**src/rtl/mbic_defines.svh**
```systemverilog
// Constants for the bus and exception control block: vectors, flag bits, reset values.
// Assumes a single 100 MHz clock; included by bare name.
`ifndef MBIC_DEFINES_SVH
`define MBIC_DEFINES_SVH
`define MBIC_VEC_RESTART 16'hFFFE
`define MBIC_VEC_NMI 16'hFFFC
`define MBIC_VEC_TRAP 16'hFFFA
`define MBIC_VEC_IRQ 16'hFFF8
`define MBIC_CCR_MASK_BIT 4
`define MBIC_CCR_ONES 8'hC0
`define MBIC_CCR_RESET 8'hD0
`define MBIC_SP_RESET 16'h0000
`define MBIC_ADDR_RESET 16'hFF00
`endif

```
**src/rtl/mbic_pkg.sv**
```systemverilog
// Types for the bus and exception control block.
// Assumes the defines header is compiled alongside.
package mbic_pkg;
  typedef enum logic [3:0] {
    MBIC_RESET = 4'h0,
    MBIC_RUN = 4'h1,
    MBIC_STACK = 4'h3,
    MBIC_VEC_HI = 4'h2,
    MBIC_VEC_LO = 4'h6,
    MBIC_SLEEP = 4'h7,
    MBIC_HALTED = 4'h5
  } mbic_state_t;
endpackage : mbic_pkg

```
**src/rtl/mbic_control.sv**
```systemverilog
// Bus, restart and exception entry control of an 8-bit processor core.
// Assumes the execution unit signals instruction boundaries and trap/sleep ops.
`timescale 1ns/1ns
`include "mbic_defines.svh"
module mbic_control (
  input wire logic i_clk,
  input wire logic i_reset_n,
  input wire logic i_halt_n,
  input wire logic i_irq_n,
  input wire logic i_nmi_n,
  input wire logic i_bus_float_control,
  input wire logic i_data_drive_enable,
  input wire logic i_insn_done,
  input wire logic i_software_trap_instruction,
  input wire logic i_sleep_until_event_op,
  input wire logic i_core_valid,
  input wire logic i_core_write,
  input wire logic [15:0] i_core_addr,
  input wire logic [7:0] i_core_wdata,
  input wire logic i_pc_load,
  input wire logic [15:0] i_pc_value,
  input wire logic i_ccr_load,
  input wire logic [7:0] i_ccr_value,
  input wire logic [15:0] i_x,
  input wire logic [15:0] i_sp,
  input wire logic [7:0] i_acc_a,
  input wire logic [7:0] i_acc_b,
  input wire logic [7:0] i_data_in,
  output logic [15:0] o_addr,
  output logic o_addr_oe,
  output logic o_read_write,
  output logic o_read_write_oe,
  output logic [7:0] o_data,
  output logic o_data_oe,
  output logic o_valid_address_strobe,
  output logic o_bus_released,
  output logic [15:0] o_pc,
  output logic [15:0] o_sp,
  output logic [7:0] o_ccr,
  output logic o_core_run
);
  mbic_pkg::mbic_state_t state_q, state_d;
  logic reset_seen_q;
  logic nmi_prev_q;
  logic nmi_pend_q;
  logic [2:0] push_idx_q;
  logic [1:0] cause_q;
  logic [15:0] pc_q;
  logic [15:0] sp_q;
  logic [7:0] ccr_q;
  logic [15:0] addr_q;
  logic [7:0] data_q;
  logic valid_q;
  logic write_q;
  logic [7:0] vec_hi_q;

  // Vector base per entry cause: 0 irq, 1 nmi, 2 trap, 3 restart
  function automatic logic [15:0] mbic_vector(input logic [1:0] cause);
    case (cause)
      2'd0: mbic_vector = `MBIC_VEC_IRQ;
      2'd1: mbic_vector = `MBIC_VEC_NMI;
      2'd2: mbic_vector = `MBIC_VEC_TRAP;
      default: mbic_vector = `MBIC_VEC_RESTART;
    endcase
  endfunction : mbic_vector

  wire mask_set = ccr_q[`MBIC_CCR_MASK_BIT];
  wire halt_req = ~i_halt_n;
  // Interrupts are not taken while halt is asserted; an nmi edge is still latched
  wire irq_ok = ~i_irq_n & ~mask_set & i_halt_n;
  wire nmi_fall = nmi_prev_q & ~i_nmi_n;
  wire nmi_ok = (nmi_pend_q | nmi_fall) & i_halt_n;
  wire at_boundary = (state_q == mbic_pkg::MBIC_RUN) & i_insn_done;
  wire enter_sw = at_boundary & i_software_trap_instruction;
  wire enter_hw = at_boundary & (nmi_ok | irq_ok);
  wire go_sleep = at_boundary & i_sleep_until_event_op & ~enter_hw;
  wire wake = nmi_ok | irq_ok;
  wire [1:0] cause_new = nmi_ok ? 2'd1 : (irq_ok ? 2'd0 : 2'd2);
  wire [1:0] enter_cause = enter_sw ? 2'd2 : cause_new;
  wire [15:0] vec_base = mbic_vector(cause_q);
  wire last_push = (push_idx_q == 3'd6);
  // The byte for the next write is chosen one step ahead of the index, because
  // the entry edge already launches the first push (PC low) from the run state.
  // Selecting on the plain index would write PC low twice and lose the flags.
  wire [2:0] push_sel = (state_q == mbic_pkg::MBIC_STACK) ? push_idx_q + 3'd1 : 3'd0;
  // A pending edge request is consumed when its vector fetch starts, whether
  // the entry came from the run state after stacking or woke the sleep state;
  // an edge that wakes the sleep state in the cycle it falls stays latched.
  // Clearing it anywhere else would either lose an edge or take it twice.
  wire nmi_from_stack = (state_q == mbic_pkg::MBIC_STACK) & last_push & (cause_q == 2'd1);
  wire nmi_from_sleep = (state_q == mbic_pkg::MBIC_SLEEP) & wake & (cause_new == 2'd1);
  wire nmi_taken = nmi_from_stack | nmi_from_sleep;

  // Push byte select, fixed order down the stack
  logic [7:0] push_byte;
  always_comb begin
    case (push_sel)
      3'd0: push_byte = pc_q[7:0];
      3'd1: push_byte = pc_q[15:8];
      3'd2: push_byte = i_x[7:0];
      3'd3: push_byte = i_x[15:8];
      3'd4: push_byte = i_acc_a;
      3'd5: push_byte = i_acc_b;
      default: push_byte = ccr_q | `MBIC_CCR_ONES;
    endcase
  end

  // Sequencer: restart, stacking, vector fetch, sleep and halt.
  // Restart waits one clocked cycle after release before fetching the vector,
  // so the reset value of every register has settled on the bus first.
  // Entries from the run state are only decided at an instruction boundary;
  // the core is never interrupted mid-instruction.
  // Sleep shares the stacking walk with the other entries so that the wake-up
  // only has to fetch a vector, which keeps interrupt latency out of sleep short.
  // Halt is checked last: a hardware request is ignored while halt is low,
  // so the two can never both select a next state in the same cycle.
  always_comb begin
    state_d = state_q;
    case (state_q)
      mbic_pkg::MBIC_RESET: state_d = reset_seen_q ? mbic_pkg::MBIC_VEC_HI : state_q;
      mbic_pkg::MBIC_RUN: begin
        if (enter_hw | enter_sw) begin
          state_d = mbic_pkg::MBIC_STACK;
        end else if (go_sleep) begin
          state_d = mbic_pkg::MBIC_STACK;
        end else if (at_boundary & halt_req) begin
          state_d = mbic_pkg::MBIC_HALTED;
        end
      end
      mbic_pkg::MBIC_STACK: begin
        if (last_push) begin
          state_d = (cause_q == 2'd3) ? mbic_pkg::MBIC_SLEEP : mbic_pkg::MBIC_VEC_HI;
        end
      end
      mbic_pkg::MBIC_SLEEP: state_d = wake ? mbic_pkg::MBIC_VEC_HI : state_q;
      mbic_pkg::MBIC_VEC_HI: state_d = mbic_pkg::MBIC_VEC_LO;
      mbic_pkg::MBIC_VEC_LO: state_d = mbic_pkg::MBIC_RUN;
      mbic_pkg::MBIC_HALTED: state_d = halt_req ? state_q : mbic_pkg::MBIC_RUN;
      default: state_d = mbic_pkg::MBIC_RESET;
    endcase
  end

  // State and request capture; nmi edge latched until taken
  always_ff @(posedge i_clk) begin
    if (!i_reset_n) begin
      state_q <= mbic_pkg::MBIC_RESET;
      reset_seen_q <= 1'b0;
      nmi_prev_q <= 1'b1;
      nmi_pend_q <= 1'b0;
    end else begin
      state_q <= state_d;
      reset_seen_q <= 1'b1; // First clocked cycle after release
      nmi_prev_q <= i_nmi_n;
      // A new edge wins over the clear of the same cycle
      nmi_pend_q <= nmi_fall | (nmi_pend_q & ~nmi_taken);
    end
  end

  // Entry cause and stack walk; sleep stacks first then waits (cause 3 marks sleep).
  // The index counts the pushes launched after the first; the walk ends after the seventh.
  // Cause 3 doubles as the restart cause out of reset, which the vector
  // function maps onto the restart vector pair.
  always_ff @(posedge i_clk) begin
    if (!i_reset_n) begin
      cause_q <= 2'd3;
      push_idx_q <= 3'd0;
    end else if (state_q == mbic_pkg::MBIC_RUN) begin
      push_idx_q <= 3'd0;
      cause_q <= (go_sleep & ~enter_sw) ? 2'd3 : enter_cause;
    end else if (state_q == mbic_pkg::MBIC_STACK) begin
      push_idx_q <= push_idx_q + 3'd1;
    end else if (state_q == mbic_pkg::MBIC_SLEEP && wake) begin
      cause_q <= cause_new;
    end
  end

  // Programmer registers owned here: program counter, stack pointer, flags
  always_ff @(posedge i_clk) begin
    if (!i_reset_n) begin
      pc_q <= 16'h0000;
      sp_q <= `MBIC_SP_RESET;
      ccr_q <= `MBIC_CCR_RESET; // Mask set by restart
      vec_hi_q <= 8'h00;
    end else begin
      if (state_q == mbic_pkg::MBIC_VEC_HI) begin
        vec_hi_q <= i_data_in;
      end
      if (state_q == mbic_pkg::MBIC_VEC_LO) begin
        pc_q <= {vec_hi_q, i_data_in};
      end else if (i_pc_load && state_q == mbic_pkg::MBIC_RUN) begin
        pc_q <= i_pc_value;
      end
      // Take the core's pointer at every boundary, entries included, so the
      // stacking walk decrements from the value the first push used
      if (state_q == mbic_pkg::MBIC_RUN && i_insn_done) begin
        sp_q <= i_sp;
      end else if (state_q == mbic_pkg::MBIC_STACK) begin
        sp_q <= sp_q - 16'h0001;
      end
      if (state_q == mbic_pkg::MBIC_VEC_LO && cause_q != 2'd1) begin
        ccr_q <= ccr_q | 8'h10 | `MBIC_CCR_ONES;
      end else if (state_q == mbic_pkg::MBIC_VEC_LO) begin
        ccr_q <= ccr_q | 8'h10 | `MBIC_CCR_ONES;
      end else if (i_ccr_load && state_q == mbic_pkg::MBIC_RUN) begin
        ccr_q <= i_ccr_value | `MBIC_CCR_ONES;
      end
    end
  end

  // Bus cycle registers; reset drives vector-like all-ones upper address.
  // Keyed on the next state so every bus cycle appears one clock after the
  // decision and then stands for exactly one clock.
  // The stack address of the first push comes straight from the core, the
  // later ones from the local pointer that is being walked down.
  always_ff @(posedge i_clk) begin
    if (!i_reset_n) begin
      addr_q <= `MBIC_ADDR_RESET;
      data_q <= 8'h00;
      valid_q <= 1'b0;
      write_q <= 1'b0;
    end else begin
      case (state_d)
        mbic_pkg::MBIC_VEC_HI: begin
          addr_q <= (state_q == mbic_pkg::MBIC_RESET) ? `MBIC_VEC_RESTART :
                    mbic_vector((state_q == mbic_pkg::MBIC_SLEEP) ? cause_new : cause_q);
          valid_q <= 1'b1;
          write_q <= 1'b0;
        end
        mbic_pkg::MBIC_VEC_LO: begin
          addr_q <= vec_base | 16'h0001;
          valid_q <= 1'b1;
          write_q <= 1'b0;
        end
        mbic_pkg::MBIC_STACK: begin
          addr_q <= (state_q == mbic_pkg::MBIC_STACK) ? sp_q - 16'h0001 : i_sp;
          data_q <= push_byte;
          valid_q <= 1'b1;
          write_q <= 1'b1;
        end
        mbic_pkg::MBIC_RUN: begin
          addr_q <= i_core_addr;
          data_q <= i_core_wdata;
          valid_q <= i_core_valid;
          write_q <= i_core_valid & i_core_write;
        end
        default: begin
          addr_q <= (state_d == mbic_pkg::MBIC_RESET) ? `MBIC_ADDR_RESET : addr_q;
          valid_q <= 1'b0;
          write_q <= 1'b0;
        end
      endcase
    end
  end

  // Stopped states release the bus; bus-float overrides everything but data.
  // These gates are combinational on purpose: a DMA master expects the
  // address and read/write drivers off in the same cycle it raises float.
  // The strobe is never floated, only forced low, so peripherals always see
  // a defined qualifier even when another master owns the address lines.
  // Limitation: the dynamic-state time limit on float is the master's duty.
  wire stopped = (state_q == mbic_pkg::MBIC_HALTED) | (state_q == mbic_pkg::MBIC_SLEEP);
  assign o_addr = addr_q;
  assign o_addr_oe = ~i_bus_float_control & ~stopped;
  assign o_read_write = ~write_q; // Idles high
  assign o_read_write_oe = ~i_bus_float_control & ~stopped;
  assign o_data = data_q;
  assign o_data_oe = i_data_drive_enable & write_q & ~stopped;
  assign o_valid_address_strobe = valid_q & ~i_bus_float_control & ~stopped;
  assign o_bus_released = stopped & ~i_bus_float_control;
  assign o_pc = pc_q;
  assign o_sp = sp_q;
  assign o_ccr = ccr_q | `MBIC_CCR_ONES;
  assign o_core_run = (state_q == mbic_pkg::MBIC_RUN);
endmodule : mbic_control

```
**config.mk**
```make
export PLATFORM = sky130hd
export DESIGN_NAME = mbic_control
export DESIGN_NICKNAME = d
export VERILOG_FILES = /design/src/rtl/mbic_pkg.sv /design/src/rtl/mbic_control.sv
export VERILOG_INCLUDE_DIRS = /design/src /design/src/rtl
export SDC_FILE = /design/constraint.sdc
export NUM_CORES = 1
export LEC_CHECK = 0
export ABC_CLOCK_PERIOD_IN_PS = 5000
export BUFFER_PORTS_ARGS = -buffer_cell sky130_fd_sc_hd__buf_2
export CAP_MARGIN = 10
export CORE_MARGIN = 4
export CORE_UTILIZATION = 25
export CTS_CLUSTER_DIAMETER = 200
export DETAILED_ROUTE_END_ITERATION = 8
export GPL_TIMING_DRIVEN = 0
export PLACE_DENSITY = 0.48
export SLEW_MARGIN = 40
export SYNTH_ARGS = -nofsm -noshare
export SYNTH_HDL_FRONTEND = slang
export SYNTH_SLANG_ARGS = --single-unit
```
**constraint.sdc**
```tcl
create_clock -name i_clk -period 5 [get_ports i_clk]
set_clock_uncertainty 0.2 [all_clocks]
set_input_delay 1 -clock i_clk [delete_from_list [all_inputs] [get_ports i_clk]]
set_output_delay 1 -clock i_clk [all_outputs]
set_load 0.02 [all_outputs]
```
# After elaboration in Yosys (flattened, before gate mapping)
# Cells that the tools add are included.
# W data, S select, Z words.
# word_totals
register_bits	84
out_inout_bits	71
wordCells	136
inputBits	118
# op_classes
muxes	33
add_sub_neg	2
eq_ne	24
bitwise_logic	42
reduce_logical	20
# ops
op	n
$mux W16	7
$pmux W16 S4	1
$pmux W8 S6	1
$mux W4	7
$pmux W4 S7	1
$and A1 B1 Y1	23
$pmux W3 S3	2
$eq A4 B2 Y1 const B	4
$eq A4 B3 Y1 const B	4
$mux W2	8
$pmux W8 S2	1
$sub A16 B1 Y16 const B	1
$not A1 Y1	13
$eq A3 B3 Y1 const B	3
$eq A4 B1 Y1 const B	2
$logic_not A4 Y1	2
$reduce_bool A2 Y1	4
$eq A2 B1 Y1 const B	3
$eq A2 B2 Y1 const B	3
$eq A3 B2 Y1 const B	2
$mux W3	2
$or A1 B1 Y1	6
$reduce_or A3 Y1	2
$logic_and A1 B1 Y1	5
other kinds (12)	14

# Longest topological paths before layout
# depth
ltp_word	14
depth_mapped	11
mapped_depth_nobuf	8

# Least setup slack after synthesis
# Ideal clock, no wire load.
# synth_path
path_kind	in2reg
startpoint	input i_nmi_n
endpoint	register addr_q[14] (netlist: o_addr[14])
cell_stages	7
path_slack_ns	2.056
t_required_ns	4.678
n_path_buf	1
t_arrival_ns	2.622
setup_ns	0.122
cell_sequence	nor2b_1 > o21ai_0 > a211o_1 > nor4_2 > nand2_2 > buf_2 > o32a_1
# synth_via
elab_chain_len	13
elab_cells_between_ends	20
classes_between	eq/ne (4); mux (5); bitwise (9); reduce/logical (2)
# synth_rtl
element	line_no	text
start: declaration	mbic_control.sv:10	input wire logic i_nmi_n,
$not A1 Y1 (*)	mbic_control.sv:71	wire nmi_fall = nmi_prev_q & ~i_nmi_n;
$and A1 B1 Y1 (*)	mbic_control.sv:71	
$or A1 B1 Y1 (*)	mbic_control.sv:72	wire nmi_ok = (nmi_pend_q | nmi_fall) & i_halt_n;
$and A1 B1 Y1 (*)	mbic_control.sv:72	
$or A1 B1 Y1 (*)	mbic_control.sv:75, mbic_control.sv:77	
$and A1 B1 Y1	mbic_control.sv:75	wire enter_hw = at_boundary & (nmi_ok | irq_ok);
$not A1 Y1	mbic_control.sv:76	wire go_sleep = at_boundary & i_sleep_until_event_op & ~enter_hw;
$and A1 B1 Y1	mbic_control.sv:76	
$mux W4	mbic_control.sv:124	end else if (go_sleep) begin
$mux W4	mbic_control.sv:122	if (enter_hw | enter_sw) begin
$pmux W4 S7 (*)	mbic_control.sv:119	case (state_q)
$eq A4 B1 Y1 (tied with other cells)	mbic_control.sv:222	case (state_d)
$pmux W16 S4 / $reduce_bool A5 Y1 (equally long branches)	-	
end signal: assignment	mbic_control.sv:224	addr_q <= (state_q == mbic_pkg::MBIC_RESET) ? `MBIC_VEC_RESTART :
end signal: assignment	mbic_control.sv:230	addr_q <= vec_base | 16'h0001;
end signal: assignment	mbic_control.sv:235	addr_q <= (state_q == mbic_pkg::MBIC_STACK) ? sp_q - 16'h0001 : i_sp;
end: declaration	mbic_control.sv:51	logic [15:0] addr_q;
# Mark *: on every way between the ends. The rest lies on a longest branch, timed or not.
# A chain may end at the register's enable or synchronous reset.

# Worst setup path in the final report
# layout_path
startpoint	register push_idx_q[0]
endpoint	register addr_q[0] (netlist: o_addr[0])
# layout_via
elab_chain_len	5
elab_cells_between_ends	10
classes_between	eq/ne (5); mux (3); reduce/logical (2)
# layout_rtl
element	line_no	text
start: declaration	mbic_control.sv:46	logic [2:0] push_idx_q;
start signal: assignment	mbic_control.sv:171	push_idx_q <= push_idx_q + 3'd1;
$eq A3 B3 Y1 (*)	mbic_control.sv:81	wire last_push = (push_idx_q == 3'd6);
$mux W4 (*)	mbic_control.sv:131	if (last_push) begin
$pmux W4 S7 (*)	mbic_control.sv:119	
$eq A4 B1 Y1 (tied with other cells)	mbic_control.sv:222	
$pmux W16 S4 / $reduce_bool A5 Y1 (equally long branches)	-	
# Marks and branches as above.

==> results by stage <==
STA:
- Setup violations remaining at the end of the flow were counted as 0.
- The maximum clock frequency is 273.2 MHz.
- Setup slack on the critical path of the routed design comes to 1340 ps.
- The number of max-slew violations in the final report was 0.
- At the pin with the least slew margin, the transition time is 771.1 ps.
- The share of the clock period used by the worst path is 73.20%.
- The smallest clock period supported by the final layout is computed as 3660 ps.
- Setup repair after global routing left no endpoint under its margin.
- Headroom to the max-slew limit came out at 48.60%.
- The sum of negative setup slack is 0 ps.
- The final hold violation count is 0.

Cells and area:
- The final design utilization is 33.66%.
- After routing the design area is 0.006317 sq mm.
- In the final layout, the share of cells above drive strength 1 is 29.03%.
- The growth of design area from synthesis to finish is 31.93%.
- The area of all sequential standard cells is 0.001682 sq mm.
- The area taken by multi-input logic gates is 0.002864 sq mm.
- The final net count is 922.
- After filler insertion, the fill cell instance count of the layout stands at 2089.

Clock network:
- The insertion delay of the later-clocked pin in the worst-skew pair is 360 ps.
- The buffer count from post-CTS setup fixing is 0.
- After clock tree synthesis, the repair step resized 0 gates.
- The longest clock path from root to sink contains 2 buffers.
- For this design, the sink count on the clock tree is 84.
- The number of clock buffers added by TritonCTS is 9.
- The library cell used as clock root buffer is sky130_fd_sc_hd__clkbuf_16.
- TritonCTS built the clock tree.
- The clock-pin slew on the worst setup and hold paths is 80 ps.
- The CTS H-tree depth is 3.
- After clock tree synthesis, the flow added hold-fix buffers numbering 0.

Route:
- The routed design uses 1228 microns of met3 wire.
- For this run, design rule violations remaining after detail routing come to 0.
- For this block, the via count after detailed routing is 5436.
- The aggregate routed wire length is 20710 microns.
- In this run the top signal layer used is met5.
- The detailed-routing wirelength on met1 is 9225 microns.
- The number of iterations in the first detailed-routing pass is 7.
- The final routed wire length divided by cell count is 19.89 microns.
- The number of nets with antenna violations after routing is 0.
- In the detailed route, the total length drawn on met2 is 9850 microns.
- Using the TritonRoute via totals, the vias-per-cell ratio works out to 5.222.
- The first routing iteration left 443 violations.

Yosys:
- By area the synthesized netlist is led by sky130_fd_sc_hd__dfxtp_1 (35%), sky130_fd_sc_hd__nor2_1 (5.4%), sky130_fd_sc_hd__a211oi_1 (5.0%), sky130_fd_sc_hd__mux2i_1 (4.8%), sky130_fd_sc_hd__nand2_1 (4.7%).
- The count of mapped cells out of synthesis is 604.
- The post-synth design cell area is 0.004788 sq mm.
- The most used flip-flop cell after synthesis is sky130_fd_sc_hd__dfxtp_1.
- The most common cell in the netlist is sky130_fd_sc_hd__dfxtp_1.
- The cell type with the highest aggregate area in the netlist is sky130_fd_sc_hd__dfxtp_1.
- The number of warnings printed during yosys synthesis is 0.
- The area fraction of the dominant cell type after synthesis is 35.12%.
- Synthesis inferred 84 register bits.
- Sequential cells were found to cover 35.12% of the synthesized design area.
- The commonest cells after synthesis are sky130_fd_sc_hd__dfxtp_1 (84), sky130_fd_sc_hd__nor2_1 (69), sky130_fd_sc_hd__nand2_1 (60), sky130_fd_sc_hd__a21oi_1 (44), sky130_fd_sc_hd__a211oi_1 (32).
- In this run, distinct cell masters in the synthesized netlist total 64.
- The number of enable flip-flop cells after synthesis is 0.
- The async set-or-reset flop fraction in the synthesized netlist is 0%.
- The average cell area after synthesis is 7.928 sq um.

Power:
- The power density over cell area is 245.1 mW/mm^2.
- The leakage power summed over all cells is 2.556 nW.
- After layout, the design draws a total of 0.001549 W.
- The largest vdd supply drop is 168.4 uV.

Worst setup path:
- For the worst setup path, the data required time is 5070 ps.
- The type of the setup path with the least slack is reg2reg.
- The worst-path maximum fanout is 10.
- The sort of element at the end of the critical path is a flop.
- For the worst setup path, the data arrival time is 3730 ps.
- The kind of start point of the critical path is a flop.

Floorplan:
- The die span in x is 146.4 microns.
- The die outline height is 146.4 microns.
- The starting density of the core is 25.51%.
- The total die area is 0.02143 sq mm.
- The floorplan step defined a core boundary enclosing 0.01877 sq mm.
- After floorplanning, the core was divided into 50 placement rows.
- The I/O pin count is 189.

Global route:
- The largest net degree at the start of global routing is 18.
- The number of antenna violations at the first check in global routing is 2.
- The remaining global-route overflow is 0.
- The overall fraction of global-route tracks in use is 18.63%.
- The wire length of the first global-routing pass is 30750 microns.
- The number of global-route vias before repair was 5189.

Placed design:
- The placed standard-cell area is 0.006026 sq mm.
- At the placement stage, the worst setup path has a slack of 1271 ps.
- The routability-driven placement congestion ratio is 0.8759.
- The sum of net half-perimeters after detailed placement is 16460 microns.
- The number of buffers inserted by port buffering is 184.

Min path:
- The type of the worst min-delay path is reg2reg.

Status:
- The run finished with clean final reports.

Job:
- The reported max-cap violation count is 0.
## report_power, final
group | switching [W] | internal, W | total [W]
Clock | 0.000328 | 0.000350 | 0.000678
Sequential | 0.00000858 | 0.000679 | 0.000688
Combinational | 0.000109 | 0.0000739 | 0.000183
## metal layers
layer / track usage [%] / up-vias
li1: - / 2645
met1: 24.65 / 2561
met2: 30.91 / 201
met3: 3.476 / 27
met4: 5.644 / 2
met5: 0 / -
## per-stage QoR
step / std cells / hold slack, ps
after floorplan: 605 / 236.0
after global placement: 1023 / 245.1
after detailed placement: 1024 / 249.4
after CTS: 1040 / 260.4
after global routing: 1041 / 275.9
final: 1041 / 256.6
## critical path: stages, from the launching register on
cell and delay [ps]:
sky130_fd_sc_hd__dfxtp_1 340, sky130_fd_sc_hd__clkbuf_1 350, sky130_fd_sc_hd__inv_1 180, sky130_fd_sc_hd__clkbuf_1 270
sky130_fd_sc_hd__ha_1 320, sky130_fd_sc_hd__nand2_1 80, sky130_fd_sc_hd__nor3_1 60, sky130_fd_sc_hd__a211o_1 310
sky130_fd_sc_hd__nor4_2 460, sky130_fd_sc_hd__clkbuf_1 510, sky130_fd_sc_hd__o2111ai_1 340, sky130_fd_sc_hd__o221ai_1 150
## placed cells by master (no fill, tap or decap), types with 9 or more instances in the layout
master / n
sky130_fd_sc_hd__buf_2: 199
sky130_fd_sc_hd__xnor2_1: 11
sky130_fd_sc_hd__o21ai_0: 21
sky130_fd_sc_hd__nand3_1: 30
sky130_fd_sc_hd__nand2_1: 60
sky130_fd_sc_hd__nor3_1: 16
sky130_fd_sc_hd__dfxtp_1: 84
sky130_fd_sc_hd__xor2_1: 9
sky130_fd_sc_hd__nor2_1: 69
sky130_fd_sc_hd__mux2i_1: 23
sky130_fd_sc_hd__and2_1: 11
sky130_fd_sc_hd__clkbuf_16: 9
sky130_fd_sc_hd__a21oi_1: 44
sky130_fd_sc_hd__a211oi_1: 32
sky130_fd_sc_hd__clkbuf_1: 29
## path summary, 6_finish.rpt
path | from | to | slack [ps] | cells after the start
max | push_idx_q[0] | o_addr[0] | 1340 | 11
max reg2reg | push_idx_q[0] | o_addr[0] | 1340 | 11
min | vec_hi_q[7] | vec_hi_q[7] | 260 | 2
min reg2reg | vec_hi_q[7] | vec_hi_q[7] | 260 | 2
## area by class of cell
cell class | instances | share of cell area (%)
Antenna cell | 1 | 0.03961
Tap cell | 234 | 4.635
Multi-Input combinational cell | 460 | 45.34
Clock buffer | 9 | 3.565
Timing Repair Buffer | 185 | 14.66
Clock inverter | 7 | 1.010
Inverter | 10 | 0.5942
Sequential cell | 84 | 26.62
Buffer | 51 | 3.545
## registers in the layout, summed over array words and instances (netlist names)
register      flops
o_addr           16
o_pc             16
o_sp             16
o_data            8
vec_hi_q          8
ccr_q             6
state_q           4
push_idx_q        3
cause_q           2
nmi_pend_q        1
nmi_prev_q        1
reset_seen_q      1
valid_q           1
write_q           1
## kinds of logic after synthesis
| kind of cell | synth area share (%) |
|---|---|
| xor gates and xnor gates | 3.658 |
| AOI/OAI and AO/OA | 26.26 |
| muxes | 5.278 |
| adders and majority gates | 0.7840 |
| DFF | 35.12 |
| other | 0.1568 |
| and+or+nand+nor | 23.28 |
| buffers and inverters | 5.461 |
No activity file was read; power rests on OpenSTA's default activity.
